**config.mk**
```make
export PLATFORM = sky130hd
export DESIGN_NAME = pdsc_drive_ctrl
export DESIGN_NICKNAME = d
export VERILOG_FILES = /design/src/pdsc_pkg.sv /design/src/pdsc_drive_ctrl.sv
export SDC_FILE = /design/constraint.sdc
export NUM_CORES = 1
export LEC_CHECK = 0
export BUFFER_PORTS_ARGS = -buffer_cell sky130_fd_sc_hd__buf_2
export CAP_MARGIN = 20
export CORE_ASPECT_RATIO = 1.2
export CORE_MARGIN = 4
export CORE_UTILIZATION = 51
export CTS_CLUSTER_DIAMETER = 60
export DETAILED_ROUTE_END_ITERATION = 8
export PLACE_DENSITY_LB_ADDON = 0.1
export SLEW_MARGIN = 5
export SYNTH_ARGS = -nofsm -noshare
export SYNTH_HDL_FRONTEND = slang
export SYNTH_SLANG_ARGS = --single-unit
export TNS_END_PERCENT = 30
```
**constraint.sdc**
```tcl
create_clock -name clk_i -period 16.1 [get_ports clk_i]
set_input_delay 3.22 -clock clk_i [delete_from_list [all_inputs] [get_ports clk_i]]
set_output_delay 3.22 -clock clk_i [all_outputs]
set_load 0.01 [all_outputs]
```
**src/pdsc_pkg.sv**
```systemverilog
package pdsc_pkg;
   // Status word bit positions
   localparam int ST_REACHED  = 0;
   localparam int ST_TOGGLE   = 2;
   localparam int ST_POWER    = 4;
   localparam int ST_ABORT    = 5;
   localparam int ST_RUNNING  = 6;
   localparam int ST_TEMP     = 7;
   localparam int ST_OPPOSITE = 8;
   localparam int ST_FAULT    = 9;
   localparam int ST_BLOCK    = 10;
   localparam int ST_DISPL    = 11;
   localparam int ST_BADTGT   = 12;
   localparam int ST_NOPOWER  = 13;
   localparam int ST_LIM_FWD  = 14;
   localparam int ST_LIM_REV  = 15;

   // Only the opposite-loop flag is up after power-up or a reset command
   localparam logic [15:0] STATUS_RESET   = 16'h0100;
   // Bits 5, 10, 11, 12 and 13
   localparam logic [15:0] ACK_CLEAR_MASK = 16'h3C20;
   // 30 V upper supply bound, in millivolts
   localparam logic [15:0] MOTOR_MAX_MV   = 16'h7530;
   // Over-temperature release hysteresis, degrees C
   localparam logic signed [15:0] TEMP_HYST_C = 16'sh0005;

   localparam int STEPS_PER_REV_DEF = 400;
   // Loop reversal is 5/8 of one rotation
   localparam int LOOP_NUM          = 5;
   localparam int LOOP_DEN          = 8;
   // Second positioning above 0.9 degrees, in millidegrees
   localparam int DEV_MDEG          = 900;
   localparam int MDEG_PER_REV      = 360000;

   typedef enum logic [5:0] {
      S_IDLE     = 6'h01,
      S_MANUAL   = 6'h02,
      S_LOOP     = 6'h04,
      S_APPROACH = 6'h08,
      S_CHECK    = 6'h10,
      S_SECOND   = 6'h20
   } pdsc_state_t;

   // Command word, bit 15 first
   typedef struct packed {
      logic       rsv15;
      logic       err_ack;
      logic       toggle;
      logic [2:0] rsv12;
      logic [1:0] param_set;
      logic       rsv7;
      logic       no_loop;
      logic       rsv5;
      logic       release_run;
      logic       rsv3;
      logic       take_target;
      logic       man_rev;
      logic       man_fwd;
   } pdsc_cmd_t;

   typedef struct packed {
      logic        [15:0] motor_mv;
      logic        [15:0] umin_mv;
      logic signed [15:0] temp_c;
      logic signed [15:0] temp_limit_c;
   } pdsc_sense_t;

   typedef struct packed {
      logic signed [31:0] upper;
      logic signed [31:0] lower;
      logic signed [31:0] window;
      logic signed [31:0] loop_len;
      logic        [15:0] speed_max;
   } pdsc_cfg_t;

   typedef struct packed {
      logic signed [31:0] goal;
      logic               fwd;
      logic               manual;
      logic               req;
   } pdsc_move_t;

   typedef struct packed {
      pdsc_state_t        state;
      logic        [15:0] status;
      logic signed [31:0] target;
      pdsc_cmd_t          cmd_last;
      logic        [1:0]  param_set;
      logic               second;
      logic               refloop;
      logic               completed;
      pdsc_move_t         move;
      logic        [15:0] rpm;
      logic signed [31:0] pos;
   } pdsc_regs_t;
endpackage

```
**src/pdsc_drive_ctrl.sv**
```systemverilog
// What this block does
// - Target-reached flag set on arrival, cleared otherwise
// - Copy command bit 13 into status bit 2
// - Status bit 4 shows motor supply in range
// - Positioning abort by release loss sets bit 5
// - Over-temperature flag with 5 C hysteresis
// - Opposite-loop flag after reset or reverse motion
// - Fault bit sticky until reset, blocks runs
// - Overload abort sets bit 10
// - External turn at standstill sets bit 11
// - Invalid target or speed sets bit 12
// - Motor voltage missing at positioning start sets bit 13
// - Limit bits follow position beyond limits
// - Bit 2 accepts target, else last target
// - Runs only with release; withdrawal aborts
// - Bit 6 forces direct approach without loop
// - Bits 9..8 select parameter set
// - Acknowledge rising edge clears error bits
// - Reverse target gets 5/8 rotation loop
// - Second positioning once, then window check
// - Input data: status, speed, position
// - Output data: command, target, optional speed
`timescale 1ns/1ps
module pdsc_drive_ctrl #(
   parameter int STEPS_PER_REV = pdsc_pkg::STEPS_PER_REV_DEF
) (
   input  wire logic               clk_i,
   input  wire logic               sys_rst_i,
   input  wire logic               clk_en_i,
   input  wire logic               telegram_i,
   input  wire pdsc_pkg::pdsc_cmd_t cmd_i,
   input  wire logic signed [31:0] target_pos_i,
   input  wire logic        [15:0] target_speed_i,
   input  wire logic               speed_in_pd_i,
   input  wire pdsc_pkg::pdsc_sense_t sense_i,
   input  wire pdsc_pkg::pdsc_cfg_t cfg_i,
   input  wire logic signed [31:0] actual_pos_i,
   input  wire logic        [15:0] actual_rpm_i,
   input  wire logic               running_i,
   input  wire logic               move_done_i,
   input  wire logic               overload_i,
   input  wire logic               flash_fault_i,
   input  wire logic               calc_fault_i,
   input  wire logic               reset_cmd_i,
   input  wire logic               readjust_en_i,
   output logic             [15:0] status_word_o,
   output logic             [63:0] pd_in_o,
   output logic              [1:0] param_set_o,
   output pdsc_pkg::pdsc_move_t    move_o
);
   localparam logic signed [31:0] LOOP_STEPS =
      32'(STEPS_PER_REV * pdsc_pkg::LOOP_NUM / pdsc_pkg::LOOP_DEN);
   localparam logic [31:0] DEV_STEPS =
      32'(STEPS_PER_REV * pdsc_pkg::DEV_MDEG / pdsc_pkg::MDEG_PER_REV);

   pdsc_pkg::pdsc_regs_t st;
   pdsc_pkg::pdsc_regs_t next_st;
   pdsc_pkg::pdsc_cmd_t  cur;
   logic               vok;
   logic               loop_on;
   logic               loop_fwd;
   logic               ack_rise;
   logic               rel_rise;
   logic               idle;
   logic               fault;
   logic               speed_bad;
   logic               tgt_ok;
   logic               start_man;
   logic               start_pos;
   logic               displaced;
   logic               readjust;
   logic               go;
   logic signed [31:0] go_t;
   logic               go_loop;
   logic        [31:0] dev;
   logic        [15:0] set_v;
   logic        [15:0] clr_v;

   function automatic logic [31:0] absdiff(input logic signed [31:0] a,
                                           input logic signed [31:0] b);
      logic signed [31:0] d;
      d = a - b;
      return d[31] ? 32'(-d) : 32'(d);
   endfunction

   function automatic logic needs_loop(input logic signed [31:0] t, input logic on,
                                       input logic fwd, input logic signed [31:0] p);
      return on && (fwd ? (t < p) : (t > p));
   endfunction

   // A telegram's bits act at once; between telegrams the last one holds
   assign cur       = telegram_i ? cmd_i : st.cmd_last;
   assign idle      = (st.state == pdsc_pkg::S_IDLE);
   assign fault     = st.status[pdsc_pkg::ST_FAULT];
   assign vok       = (sense_i.motor_mv > sense_i.umin_mv) &&
                      (sense_i.motor_mv < pdsc_pkg::MOTOR_MAX_MV);
   assign loop_on   = (cfg_i.loop_len != 32'sh0) && !cur.no_loop;
   assign loop_fwd  = !cfg_i.loop_len[31];
   assign ack_rise  = telegram_i && cmd_i.err_ack && !st.cmd_last.err_ack;
   assign rel_rise  = telegram_i && cmd_i.release_run && !st.cmd_last.release_run;
   // speed word only on speed variants
   assign speed_bad = telegram_i && speed_in_pd_i && (target_speed_i > cfg_i.speed_max);
   assign tgt_ok    = (target_pos_i <= cfg_i.upper) && (target_pos_i >= cfg_i.lower) &&
                      !(needs_loop(target_pos_i, loop_on, loop_fwd, actual_pos_i) &&
                        (loop_fwd ? (target_pos_i - LOOP_STEPS < cfg_i.lower)
                                  : (target_pos_i + LOOP_STEPS > cfg_i.upper))) &&
                      !speed_bad;
   assign dev       = absdiff(actual_pos_i, st.target);
   // runs need release; no runs while faulted
   assign start_man = idle && telegram_i && cmd_i.release_run && !fault &&
                      (cmd_i.man_fwd || cmd_i.man_rev);
   // bit 2 takes target, release alone reuses last
   assign start_pos = idle && telegram_i && cmd_i.release_run && !fault &&
                      !cmd_i.man_fwd && !cmd_i.man_rev &&
                      (cmd_i.take_target ? tgt_ok : rel_rise);
   // turned out of window while standing
   assign displaced = idle && !telegram_i && st.completed && !running_i &&
                      (dev > $unsigned(cfg_i.window));
   assign readjust  = displaced && readjust_en_i && cur.release_run && !fault &&
                      (!loop_on || (loop_fwd ? (actual_pos_i < st.target)
                                             : (actual_pos_i > st.target)));
   assign go        = (start_pos || readjust) && vok;
   assign go_t      = (start_pos && cmd_i.take_target) ? target_pos_i : st.target;
   assign go_loop   = needs_loop(go_t, loop_on, loop_fwd, actual_pos_i);

   always_comb begin
      next_st = st;
      set_v   = 16'h0000;
      clr_v   = 16'h0000;
      if (telegram_i) begin
         next_st.cmd_last = cmd_i;
         next_st.param_set = cmd_i.param_set;
      end
      if (ack_rise) begin
         clr_v = clr_v | pdsc_pkg::ACK_CLEAR_MASK;
      end
      if (telegram_i && (cmd_i.take_target || speed_bad)) begin
         if (tgt_ok) begin
            clr_v[pdsc_pkg::ST_BADTGT] = 1'b1;
         end else begin
            set_v[pdsc_pkg::ST_BADTGT]  = 1'b1;
            clr_v[pdsc_pkg::ST_REACHED] = 1'b1;
         end
      end
      // targets are stored only at standstill
      if (idle && telegram_i && cmd_i.take_target && tgt_ok) begin
         next_st.target = target_pos_i;
      end
      case (st.state)
         pdsc_pkg::S_IDLE: begin
            if (start_man) begin
               next_st.state       = pdsc_pkg::S_MANUAL;
               next_st.move.req    = 1'b1;
               next_st.move.manual = 1'b1;
               next_st.move.fwd    = cmd_i.man_fwd;
               next_st.completed   = 1'b0;
               clr_v[pdsc_pkg::ST_REACHED] = 1'b1;
               clr_v[pdsc_pkg::ST_ABORT]   = 1'b1;
               if (cmd_i.man_fwd != loop_fwd) begin
                  set_v[pdsc_pkg::ST_OPPOSITE] = 1'b1;
               end
            end else if (start_pos || readjust) begin
               next_st.completed = 1'b0;
               if (start_pos) begin
                  clr_v[pdsc_pkg::ST_ABORT] = 1'b1;
                  clr_v[pdsc_pkg::ST_BLOCK] = 1'b1;
                  clr_v[pdsc_pkg::ST_DISPL] = 1'b1;
               end
               if (!vok) begin
                  set_v[pdsc_pkg::ST_NOPOWER] = 1'b1;
                  if (readjust) begin
                     set_v[pdsc_pkg::ST_BLOCK] = 1'b1;
                  end
               end else begin
                  clr_v[pdsc_pkg::ST_NOPOWER] = 1'b1;
               end
               if (absdiff(go_t, actual_pos_i) > $unsigned(cfg_i.window)) begin
                  clr_v[pdsc_pkg::ST_REACHED] = 1'b1;
               end
            end else if (displaced) begin
               next_st.completed = 1'b0;
               set_v[pdsc_pkg::ST_DISPL]   = 1'b1;
               clr_v[pdsc_pkg::ST_REACHED] = 1'b1;
            end
            if (go) begin
               next_st.second      = 1'b0;
               next_st.move.req    = 1'b1;
               next_st.move.manual = 1'b0;
               if (go_loop) begin
                  next_st.state     = pdsc_pkg::S_LOOP;
                  next_st.move.goal = loop_fwd ? go_t - LOOP_STEPS : go_t + LOOP_STEPS;
                  next_st.move.fwd  = !loop_fwd;
               end else begin
                  next_st.state     = pdsc_pkg::S_APPROACH;
                  next_st.move.goal = go_t;
                  next_st.move.fwd  = (go_t >= actual_pos_i);
               end
               if (go_loop || (loop_on && ((go_t >= actual_pos_i) != loop_fwd))) begin
                  set_v[pdsc_pkg::ST_OPPOSITE] = 1'b1;
               end
            end
         end
         pdsc_pkg::S_MANUAL: begin
            if ((telegram_i && !(cmd_i.release_run && (cmd_i.man_fwd || cmd_i.man_rev)))
                || !vok || (st.move.fwd ? (actual_pos_i >= cfg_i.upper)
                                        : (actual_pos_i <= cfg_i.lower))) begin
               next_st.state    = pdsc_pkg::S_IDLE;
               next_st.move.req = 1'b0;
            end
         end
         pdsc_pkg::S_LOOP, pdsc_pkg::S_APPROACH, pdsc_pkg::S_SECOND: begin
            if (telegram_i && !cmd_i.release_run) begin
               next_st.state    = pdsc_pkg::S_IDLE;
               next_st.move.req = 1'b0;
               set_v[pdsc_pkg::ST_ABORT] = 1'b1;
            end else if (overload_i || speed_bad) begin
               next_st.state    = pdsc_pkg::S_IDLE;
               next_st.move.req = 1'b0;
               set_v[pdsc_pkg::ST_BLOCK] = overload_i;
            end else if (!vok) begin
               next_st.state    = pdsc_pkg::S_IDLE;
               next_st.move.req = 1'b0;
               set_v[pdsc_pkg::ST_NOPOWER] = 1'b1;
            end else if (move_done_i) begin
               if (st.state == pdsc_pkg::S_LOOP) begin
                  next_st.state     = pdsc_pkg::S_APPROACH;
                  next_st.move.goal = st.target;
                  next_st.move.fwd  = loop_fwd;
               end else begin
                  next_st.state    = pdsc_pkg::S_CHECK;
                  next_st.move.req = 1'b0;
               end
            end
         end
         pdsc_pkg::S_CHECK: begin
            if ((dev > DEV_STEPS) && !st.second) begin
               next_st.state     = pdsc_pkg::S_SECOND;
               next_st.second    = 1'b1;
               next_st.move.req  = 1'b1;
               next_st.move.goal = st.target;
               next_st.move.fwd  = (st.target >= actual_pos_i);
            end else begin
               next_st.state     = pdsc_pkg::S_IDLE;
               next_st.completed = 1'b1;
               next_st.refloop   = 1'b0;
               if (dev > $unsigned(cfg_i.window)) begin
                  set_v[pdsc_pkg::ST_BLOCK]   = 1'b1;
                  clr_v[pdsc_pkg::ST_REACHED] = 1'b1;
               end else begin
                  set_v[pdsc_pkg::ST_REACHED] = 1'b1;
                  // arrival in loop direction or reference loop
                  if (st.move.fwd == loop_fwd || !loop_on || st.refloop) begin
                     clr_v[pdsc_pkg::ST_OPPOSITE] = 1'b1;
                  end
                  if (st.refloop) begin
                     clr_v[pdsc_pkg::ST_BLOCK] = 1'b1;
                     clr_v[pdsc_pkg::ST_DISPL] = 1'b1;
                  end
               end
            end
         end
         default: begin
            next_st.state    = pdsc_pkg::S_IDLE;
            next_st.move.req = 1'b0;
         end
      endcase
      // Set wins over clear so that no event is lost
      next_st.status = (st.status & ~clr_v) | set_v;
      if (telegram_i) begin
         next_st.status[pdsc_pkg::ST_TOGGLE] = cmd_i.toggle;
      end
      next_st.status[pdsc_pkg::ST_POWER]   = vok;
      next_st.status[pdsc_pkg::ST_RUNNING] = running_i;
      if (sense_i.temp_c > sense_i.temp_limit_c) begin
         next_st.status[pdsc_pkg::ST_TEMP] = 1'b1;
      end else if (sense_i.temp_c < sense_i.temp_limit_c - pdsc_pkg::TEMP_HYST_C) begin
         next_st.status[pdsc_pkg::ST_TEMP] = 1'b0;
      end
      if (flash_fault_i || calc_fault_i) begin
         next_st.status[pdsc_pkg::ST_FAULT] = 1'b1;
      end
      if ((actual_pos_i > cfg_i.upper) || (st.state == pdsc_pkg::S_MANUAL &&
          st.move.fwd && actual_pos_i >= cfg_i.upper)) begin
         next_st.status[pdsc_pkg::ST_LIM_FWD] = 1'b1;
      end else if (actual_pos_i < cfg_i.upper) begin
         next_st.status[pdsc_pkg::ST_LIM_FWD] = 1'b0;
      end
      if ((actual_pos_i < cfg_i.lower) || (st.state == pdsc_pkg::S_MANUAL &&
          !st.move.fwd && actual_pos_i <= cfg_i.lower)) begin
         next_st.status[pdsc_pkg::ST_LIM_REV] = 1'b1;
      end else if (actual_pos_i > cfg_i.lower) begin
         next_st.status[pdsc_pkg::ST_LIM_REV] = 1'b0;
      end
      next_st.rpm = actual_rpm_i;
      next_st.pos = actual_pos_i;
   end

   always_ff @(posedge clk_i) begin
      if (sys_rst_i || (clk_en_i && reset_cmd_i)) begin
         st         <= '0;
         st.state   <= pdsc_pkg::S_IDLE;
         st.status  <= pdsc_pkg::STATUS_RESET;
         st.refloop <= 1'b1;
      end else if (clk_en_i) begin
         st <= next_st;
      end
   end

   assign status_word_o = st.status;
   // byte 0 is the most significant byte
   assign pd_in_o       = {st.status, st.rpm, st.pos};
   assign param_set_o   = st.param_set;
   assign move_o        = st.move;
endmodule

```
==> metrics.yaml, run 1 <==
timing:
  finalSetupViolCount: 0
  fin_skew_ns: 0.0122
  hold_violations: 0
  grt_setup_unrepaired: "false"
  drv_slew: 0
  slew_headroom_pct: 18.8
  worstMarginPinSlew_ns: 1.21
  fin_crit_sh_pct: 94.7
  finalSetupTns_ns: 0
  min_period_ns: 15.24
  final.setup.worst_slack_ns: 0.860
  max_freq_ghz: 0.0656
placed_design:
  placed_area_mm2: 0.0271
  dp_slack_ns: 0.658
  hpwlAfterDp_um: 84700
  io_buffers: 437
  place_congestion: 1.11
cts:
  clk_pin_slew_ns: 0.07
  cts.sinks: 143
  h-tree-depth: 4
  clockRootBuffer: "clkbuf_16"
  cts-resized-gates: 0
  numCtsBuffers: 17
  post-cts-setup-buffers: 0
  clk_latency_ns: 0.47
  cts_buffer_depth: 2
  cts_tree: "yes"
  cts_hold_buf: 0
detailed_routing:
  wirelength_um: 102000
  ant_nets: 0
  vias: 27500
  drc: 0
  wire_per_inst_um: 23.7
  drt-pass1-iter-count: 6
  drtIter0Drc: 2353
  vias_per_cell: 6.36
power_and_ir_drop:
  clockPowerShare_pct: 27.6
  peakVddDrop_uv: 68.9
  p_sw_uw: 659
  p_per_area_mw_per_mm2: 54.4
  p_leak_uw: 0.0134
  p_int_uw: 850
  seq_power_share_pct: 24.5
  combPwrFrac_pct: 47.9
  p_sw_share_pct: 43.7
worst_setup_path:
  r2r_end: "status_word_o[0]"
  arrival_ns: 15.66
  cp_slowest_stage_delay_ns: 0.59
  crit_path_top_delay_cell: "or4_1"
  critPathCaptureType: "flop"
  reg2reg_slack_ns: 6.21
  path_class: "in -> reg"
  cp_max_fo: 14
  cpMostUsedCell: "o21ai_0"
  crit_path_start_kind: "input pin"
  r2r-start: "st[157]"
  ff2ff_path_depth: 38
  worstPathRequired_ns: 16.52
die:
  fp.dieArea_mm2: 0.0530
  ios: 449
  row_count: 88
  start_util_pct: 52.0
  core_area_mm2: 0.0484
  die_h_um: 251
  fp.dieW_um: 211
logic_synthesis:
  seq_area_frac_synth_pct: 11.4
  syn_area_mm2: 0.0252
  ys_async_sr_fraction_pct: 0
  syn_inst: 3425
  synth_ff_type: "dfxtp_1"
  synth_top_area_share_pct: 22.2
  synth_edf_count: 0
  synth_top_cell_by_area: "ha_1"
  ys_warn_count: 0
  synth_area_leaders: "ha_1 22%, dfxtp_1 11%, a21oi_1 5.1%, nand2_1 4.6%, mux2i_1 4.3%"
  yosys_register_bits: 143
  ys_types: 96
  syn_avg_cell_area_um2: 7.35
grt:
  grtUsageMet1_pct: 44.0
  antenna_found_initial: 1
  grt_max_degree: 88
  grt-ovfl-total: 0
  grt.met3_usage_pct: 5.39
  grt_util_met2_pct: 62.3
  grt_pass1_vias: 26500
  grt.busiest_layer: "met2"
  grtUsageTotal_pct: 36.6
  grt_pass1_wl_um: 152000
min_path:
  hold_class: "reg -> reg"
  whs_path_depth: 2
  whs_endpoint: "param_set_o[0]"
  hp-start: "param_set_o[0]"
final_layout:
  antenna_cells: 0
  fin_nets: 4465
  drive_above_1_share_pct: 15.2
  nFillCells: 4696
  area_delta_synth_final_pct: 10.1
  final_util_pct: 57.2
  fin_area_mm2: 0.0277
outcome:
  status: "finished, final reports clean"
flow_run:
  maxCapViolCount: 0
==> routing by layer <==
layer,part of all wire [%],vias up
li1,-,12900
met1,39,13000
met2,47,1298
met3,7.5,291
met4,6.4,0
met5,0,-
==> worst max-delay path by stage <==
stage / slack [ns] / from / endpoint
CTS: 1.09 / target_pos_i[8] / status_word_o[0]
floorplan: 1.64 / target_pos_i[9] / status_word_o[0]
global placement: 0.73 / target_pos_i[8] / status_word_o[0]
finish: 0.86 / target_pos_i[8] / status_word_o[0]
global route: 0.1 / target_pos_i[8] / status_word_o[0]
detailed placement: 0.66 / target_pos_i[8] / status_word_o[0]
==> registers in the layout, summed over array words and instances (netlist names) <==
register       cells
status_word_o     14
pd_in_o           48
st                44
move_o            35
param_set_o        2
==> area by class of cell <==
class	instances	area, um2	share of cell area, %
repair buffers	468	2430	8.75
clock buffers	17	425	1.53
inverters	267	1000	3.62
flip-flops and latches	143	2860	10.3
multi-input cells	2786	20000	72.3
well taps	630	788	2.84
clock inverters	15	185	0.668
==> cells in the mapped netlist, types with 11 or more instances <==
library cell and count:
nand3_1 83, a21oi_1 255, nand2b_1 28, and4_1 18, nor2b_1 32, a31o_2 11, mux2i_1 109, and3_1 35
or4_1 16, and2_1 16, inv_1 267, clkbuf_1 92, nand4_1 94, a211o_1 15, o211ai_1 42, a21boi_0 11
nor2_1 270, o2111ai_1 11, a31oi_1 30, or3_1 25, o21a_1 53, buf_4 119, o31ai_1 23, o21ai_0 185
xor2_1 67, xnor2_1 119, o21bai_1 16, nor4_1 44, a22oi_1 11, a21o_1 94, nand2_1 307, nor3_1 89
a211oi_1 34, buf_1 14, or2_2 15, ha_1 447, dfxtp_1 143
==> kinds of logic after synthesis <==
group           share of synthesized area [%]
simple gates                             22.2
mux                                      4.60
fa+ha+maj                                22.5
compound gates                           23.6
buf+inv                                  9.33
flops                                    11.4
xor+xnor                                 6.47
other cells                            0.0149
==> placed cells by master (no fill, tap or decap), types with 11 or more instances in the layout <==
| cell type | instances |
|---|---|
| ha_1 | 447 |
| buf_2 | 436 |
| nand2_1 | 307 |
| nor2_1 | 270 |
| inv_1 | 267 |
| a21oi_1 | 254 |
| o21ai_0 | 184 |
| dfxtp_1 | 143 |
| xnor2_1 | 119 |
| mux2i_1 | 109 |
| nand4_1 | 94 |
| a21o_1 | 93 |
| nor3_1 | 88 |
| nand3_1 | 83 |
| xor2_1 | 67 |
| o21a_1 | 53 |
| nor4_1 | 42 |
| o211ai_1 | 42 |
| and3_1 | 35 |
| a211oi_1 | 34 |
| nor2b_1 | 32 |
| buf_4 | 31 |
| a31oi_1 | 30 |
| nand2b_1 | 28 |
| or3_1 | 25 |
| o31ai_1 | 23 |
| and4_1 | 18 |
| clkbuf_16 | 17 |
| or4_1 | 16 |
| o21bai_1 | 16 |
| and2_1 | 16 |
| or2_2 | 15 |
| a211o_1 | 15 |
| o2111ai_1 | 11 |
| a31o_2 | 11 |
| a21boi_0 | 11 |
| a22oi_1 | 11 |
==> stage by stage <==
step	power [uW]	hold WS, ns	cells
2_1_floorplan	858	0.436	3428
3_3_place_gp	1060	0.438	4293
3_5_place_dp	1080	0.443	4293
4_1_cts	1500	0.453	4325
5_1_grt	1600	0.478	4326
6_report	1510	0.452	4326
==> critical path: cells and delay by family <==
| family | cells | cell delay [ns] |
|---|---|---|
| AO/OA/AOI/OAI | 20 | 4.10 |
| XOR/XNOR | 3 | 0.65 |
| adder cells (fa/ha/maj) | 3 | 0.88 |
| buffers and inverters | 3 | 0.56 |
| AND/OR/NAND/NOR | 20 | 6.24 |
==> power groups by stage <==
stage / Sequential, uW / Clock, uW / Combinational [uW]
final: 370 / 416 / 722
after global routing: 371 / 436 / 796
after CTS: 370 / 424 / 708
after detailed placement: 378 / 0 / 705
after global placement: 378 / 0 / 681
after floorplan: 376 / 0 / 482
Power figures use the tool's default switching activity.
==> inputs of run 2 (changes only) <==
Settings changed: CELL_PAD_IN_SITES_DETAIL_PLACEMENT set to 1, CELL_PAD_IN_SITES_GLOBAL_PLACEMENT set to 1, CORE_UTILIZATION 51 to 43.
==> metrics.yaml, run 2 (same netlist as run 1, synthesis figures left out) <==
outcome:
  status: "finished, final reports clean"
cts:
  clk_latency_ns: 0.50  # +0.03 ns
  clockRootBuffer: "clkbuf_16"
  numCtsBuffers: 17  # unchanged
  clk_pin_slew_ns: 0.07  # about the same
  cts_tree: "yes"
  h-tree-depth: 4  # unchanged
  cts_buffer_depth: 2  # unchanged
  cts_hold_buf: 0  # unchanged
  cts.sinks: 143  # unchanged
placed_design:
  hpwlAfterDp_um: 91800  # +8.5%
  place_inst: 4398  # +2.4%
  place_congestion: 0.986  # -11%
  io_buffers: 437  # unchanged
final_layout:
  mostFrequentLayoutCells: "447 x ha_1, 437 x buf_2, 307 x nand2_1, 270 x nor2_1, 267 x inv_1"
  multi_input_area_mm2: 0.0200  # about the same
  nFillCells: 7444  # +59%
  fin_cells: 4440  # +2.6%
  final_common_cell: "ha_1"
  fin_nets: 4469  # +0.090%
  largest_register_ffs: 48  # unchanged
  drive_above_1_share_pct: 15.4  # +0.15 points
  seq_area_mm2: 0.00286  # unchanged
  area_delta_synth_final_pct: 10.8
die:
  fp.dieW_um: 229  # +8.6%
  fp.dieArea_mm2: 0.0625  # +18%
  core_area_mm2: 0.0575  # +19%
  die_h_um: 273  # +8.6%
  ios: 449  # unchanged
  start_util_pct: 43.7  # -8.2 points
  row_count: 96  # +9.1%
power_and_ir_drop:
  seq_power_share_pct: 24.3  # -0.2 points
  p_total_uw: 1530  # +1.1%
  p_sw_share_pct: 43.0  # -0.66 points
  p_per_area_mw_per_mm2: 54.7  # +0.50%
  p_int_uw: 869  # +2.3%
  combPwrFrac_pct: 48.0  # about the same
  peakVddDrop_uv: 72.6  # +5.4%
  clockPowerShare_pct: 27.7  # about the same
  p_sw_uw: 656  # -0.46%
  p_leak_uw: 0.0134  # about the same
worst_setup_path:
  startpoint: "target_pos_i[8]"
  cp_max_fo: 18  # +4
  worstPathRequired_ns: 16.54  # +0.02 ns
  crit_path_start_kind: "input pin"
  reg2reg_slack_ns: 6.32  # +0.11 ns
  cp_slowest_stage_delay_ns: 0.59  # about the same
  path_class: "in -> reg"
  r2r-start: "st[157]"
  critPathCaptureType: "flop"
  crit_path_top_delay_cell: "or4_1"
  arrival_ns: 15.67  # about the same
detailed_routing:
  drt-pass1-iter-count: 5  # -1
  drtIter0Drc: 1626  # -31%
  wirelength_um: 109000  # +6.2%
  vias: 27300  # -0.68%
  drc: 0  # unchanged
  wire_per_inst_um: 24.5  # +3.5%
  ant_nets: 0  # unchanged
  vias_per_cell: 6.16  # -3.2%
grt:
  grt_pass1_vias: 28800  # +8.7%
  grt-ovfl-total: 0  # unchanged
  antenna_found_initial: 4  # +3
  grt_max_degree: 90  # +2.3%
  grt_pass1_wl_um: 166000  # +9.2%
  grtUsageTotal_pct: 33.5  # -3.1 points
timing:
  slew_headroom_pct: 19.4  # +0.55 points
  fin_skew_ns: 0.0134  # +0.00119 ns
  min_period_ns: 15.23  # -0.0106 ns
  worstMarginPinSlew_ns: 1.20  # -0.00931 ns
  drv_slew: 0  # unchanged
  fin_crit_sh_pct: 94.6  # about the same
  fin_hold_ws_ns: 0.456  # +0.00404 ns
  finalSetupViolCount: 0  # unchanged
  max_freq_ghz: 0.0657  # about the same
  finalSetupTns_ns: 0  # unchanged
  hold_violations: 0  # unchanged
  grt_setup_unrepaired: "false"
min_path:
  hp-start: "st[94]"
  hold_class: "reg -> reg"
flow_run:
  maxCapViolCount: 0  # unchanged
run 2: cell types whose count changed in the layout (fill, tap and decap cells not counted), moves of 2 or more:
cell and delta:
diode_2 +5, inv_8 -6, clkinv_4 +3, clkinv_8 -5
buf_4 +4, inv_6 +2, clkbuf_8 +3
run 2: power groups by stage:
stage	clock network (uW)	registers [uW]	logic (uW)
2_1_floorplan	0	376	482
3_3_place_gp	0	378	681
3_5_place_dp	0	379	719
4_1_cts	429	371	725
5_1_grt	443	372	808
6_report	422	371	732
run 2: layout make-up:
| class | count | area share [%] |
|---|---|---|
| timing repair buffer | 472 | 8.79 |
| clock inverter | 12 | 0.440 |
| sequential | 143 | 10.3 |
| multi-input combinational | 2786 | 71.9 |
| inverter | 267 | 3.59 |
| clock buffer | 20 | 1.67 |
| tap | 735 | 3.30 |
| antenna | 5 | 0.0449 |
run 2: worst max-delay path, delay by kind of cell:
| family | cells | cell delay, ns |
|---|---|---|
| xor gates and xnor gates | 3 | 0.60 |
| adders and majority gates | 3 | 0.99 |
| AOI/OAI and AO/OA | 22 | 4.39 |
| buffers and inverters | 3 | 0.65 |
| and+or+nand+nor | 18 | 5.78 |
run 2: timing repair:
action                     4_1_cts  5_1_grt
setup endpoints to repair        0        1
buffers inserted                 0        3
resized for setup                0        1
run 2: worst paths after layout:
kind                                          to  cells after the start
worst max register to register  status_word_o[0]                     37
worst min register to register            st[94]                      2
worst max-delay path            status_word_o[0]                     49
worst min-delay path                      st[94]                      2
run 2: per-stage QoR:
| stage | setup WS, ns | util [%] | area, um2 |
|---|---|---|---|
| after detailed placement | 0.383 | 47.3 | 27200 |
| after floorplan | 1.64 | - | 25200 |
| after global routing | 0.0223 | 48.5 | 27900 |
| after global placement | 0.889 | 47.3 | 27200 |
| after CTS | 0.858 | 48.4 | 27800 |
| final | 0.871 | 48.5 | 27900 |
run 2: per-layer routing:
layer	track usage [%]	up-vias	part of all wire (%)
met5	0	-	0
met4	15.1	0	4.8
met3	4.80	242	5.1
met2	59.9	828	49
met1	39.7	13400	41
li1	-	12900	-
==> inputs of run 3 (changes only) <==
Settings changed: CTS_BUF_LIST set to sky130_fd_sc_hd__clkbuf_4.
==> metrics.yaml, run 3 (same netlist as run 1, synthesis figures left out) <==
grt:
  grt_pass1_vias: 28800  # -0.035%
  grt_pass1_wl_um: 166000  # -0.15%
  grtUsageTotal_pct: 33.4  # -0.086 points
  grt_max_degree: 90  # unchanged
  grt-ovfl-total: 0  # unchanged
  antenna_found_initial: 5  # +1
placed_design:
  place_congestion: 0.986  # unchanged
  io_buffers: 437  # unchanged
  hpwlAfterDp_um: 91800  # unchanged
final_layout:
  mostFrequentLayoutCells: "447 x ha_1, 437 x buf_2, 307 x nand2_1, 270 x nor2_1, 267 x inv_1"
  area_delta_synth_final_pct: 9.43
  drive_above_1_share_pct: 15.3  # -0.11 points
  largest_register_ffs: 48  # unchanged
  fin_nets: 4469  # unchanged
  final_common_cell: "ha_1"
timing:
  fin_hold_ws_ns: 0.464  # +0.00826 ns
  slew_headroom_pct: 26.7  # +7.3 points
  finalSetupTns_ns: 0  # unchanged
  max_freq_ghz: 0.0670  # +2.0%
  finalSetupViolCount: 0  # unchanged
  drv_slew: 0  # unchanged
  grt_setup_unrepaired: "false"
  min_period_ns: 14.93  # -0.299 ns
  fin_crit_sh_pct: 92.7  # -1.9 points
  worstMarginPinSlew_ns: 1.10  # -0.0983 ns
  hold_violations: 0  # unchanged
  fin_skew_ns: 0.0365  # +0.0230 ns
detailed_routing:
  drtIter0Drc: 1763  # +8.4%
  wirelength_um: 109000  # -0.16%
  vias_per_cell: 6.16  # +0.10%
  drt-pass1-iter-count: 5  # unchanged
  wire_per_inst_um: 24.5  # -0.16%
  vias: 27400  # +0.10%
  ant_nets: 0  # unchanged
  drc: 0  # unchanged
worst_setup_path:
  critPathCaptureType: "flop"
  cp_top_family: "simple AND/OR/NAND/NOR gates"
  r2r_end: "status_word_o[0]"
  reg2reg_slack_ns: 6.28  # -0.04 ns
  ff2ff_path_depth: 37  # unchanged
  worstPathRequired_ns: 16.79  # +0.25 ns
  r2r-start: "st[157]"
  path_class: "in -> reg"
  cp_max_fo: 18  # unchanged
  path_buf_inv: 3  # unchanged
  arrival_ns: 15.62  # -0.05 ns
  crit_path_start_kind: "input pin"
  crit_path_top_delay_cell: "or4_1"
  cp_slowest_stage_delay_ns: 0.59  # about the same
cts:
  cts_buffer_depth: 2  # unchanged
  clk_pin_slew_ns: 0.14  # +0.07 ns
  cts.sinks: 143  # unchanged
  cts_tree: "yes"
  numCtsBuffers: 17  # unchanged
  clk_latency_ns: 0.75  # +0.25 ns
  clockRootBuffer: "clkbuf_4"
  h-tree-depth: 4  # unchanged
  cts_hold_buf: 0  # unchanged
flow_run:
  maxCapViolCount: 0  # unchanged
die:
  core_area_mm2: 0.0575  # unchanged
  fp.dieArea_mm2: 0.0625  # unchanged
  ios: 449  # unchanged
  row_count: 96  # unchanged
  start_util_pct: 43.7  # unchanged
  fp.dieW_um: 229  # unchanged
  die_h_um: 273  # unchanged
power_and_ir_drop:
  p_leak_uw: 0.0132  # -1.1%
  peakVddDrop_uv: 31.2  # -57%
  p_per_area_mw_per_mm2: 49.1  # -10%
outcome:
  status: "finished, final reports clean"
min_path:
  hold_class: "reg -> reg"
  hp-start: "st[94]"
  whs_path_depth: 2  # unchanged
  whs_endpoint: "st[94]"
run 3: worst max path at each step:
stage,slack (ns),endpoint,depth (start not counted),startpoint
global route,0.17,status_word_o[0],51,target_pos_i[8]
CTS,1.16,status_word_o[0],49,target_pos_i[8]
floorplan,1.64,status_word_o[0],49,target_pos_i[9]
finish,1.17,status_word_o[0],49,target_pos_i[8]
detailed placement,0.38,status_word_o[0],49,target_pos_i[8]
global placement,0.89,status_word_o[0],49,target_pos_i[8]
run 3: where the power goes:
group	switching, uW	internal [uW]	total, uW	leakage [uW]
Sequential	7.31	364	371	0.00116
Combinational	454	278	732	0.0119
Clock	172	78.1	250	0.000138
Total	633	720	1350	0.0132
run 3: area by class of cell:
class	instances	area [um2]
Timing Repair Buffer	472	2450
Sequential cell	143	2860
Inverter	267	1000
Clock inverter	15	134
Tap cell	735	920
Fill cell	7484	30000
Clock buffer	17	128
Multi-Input combinational cell	2786	20000
Antenna cell	5	12.5
run 3: routing by layer:
metal / part of all wire [%] / GRT usage [%] / vias up
li1: - / - / 12900
met1: 41 / 39.3 / 13400
met2: 49 / 59.8 / 836
met3: 5.4 / 5.26 / 255
met4: 4.9 / 14.9 / 0
met5: 0 / 0 / -
run 3: through the flow:
stage	std cells	power, uW	cell area (um2)	setup WS, ns	utilization [%]
3_3_place_gp	4398	1060	27200	0.889	47.3
3_5_place_dp	4398	1100	27200	0.383	47.3
4_1_cts	4430	1360	27500	1.16	47.8
2_1_floorplan	3428	858	25200	1.64	-
6_report	4440	1350	27500	1.17	47.9
5_1_grt	4440	1450	27500	0.168	47.9
run 3: timing repair:
action,4_1_cts,5_1_grt
buffers inserted,0,3
endpoints found under the setup margin,0,1
resized for setup,0,0
run 3: worst reg2reg max path, delay by kind of cell, from the launching register on:
| family | cells | cell delay [ns] |
|---|---|---|
| AOI/OAI and AO/OA | 17 | 3.22 |
| xor gates and xnor gates | 2 | 0.66 |
| adders and majority gates | 2 | 0.63 |
| buffers and inverters | 2 | 0.36 |
| DFF | 1 | 0.38 |
| and+or+nand+nor | 14 | 4.53 |
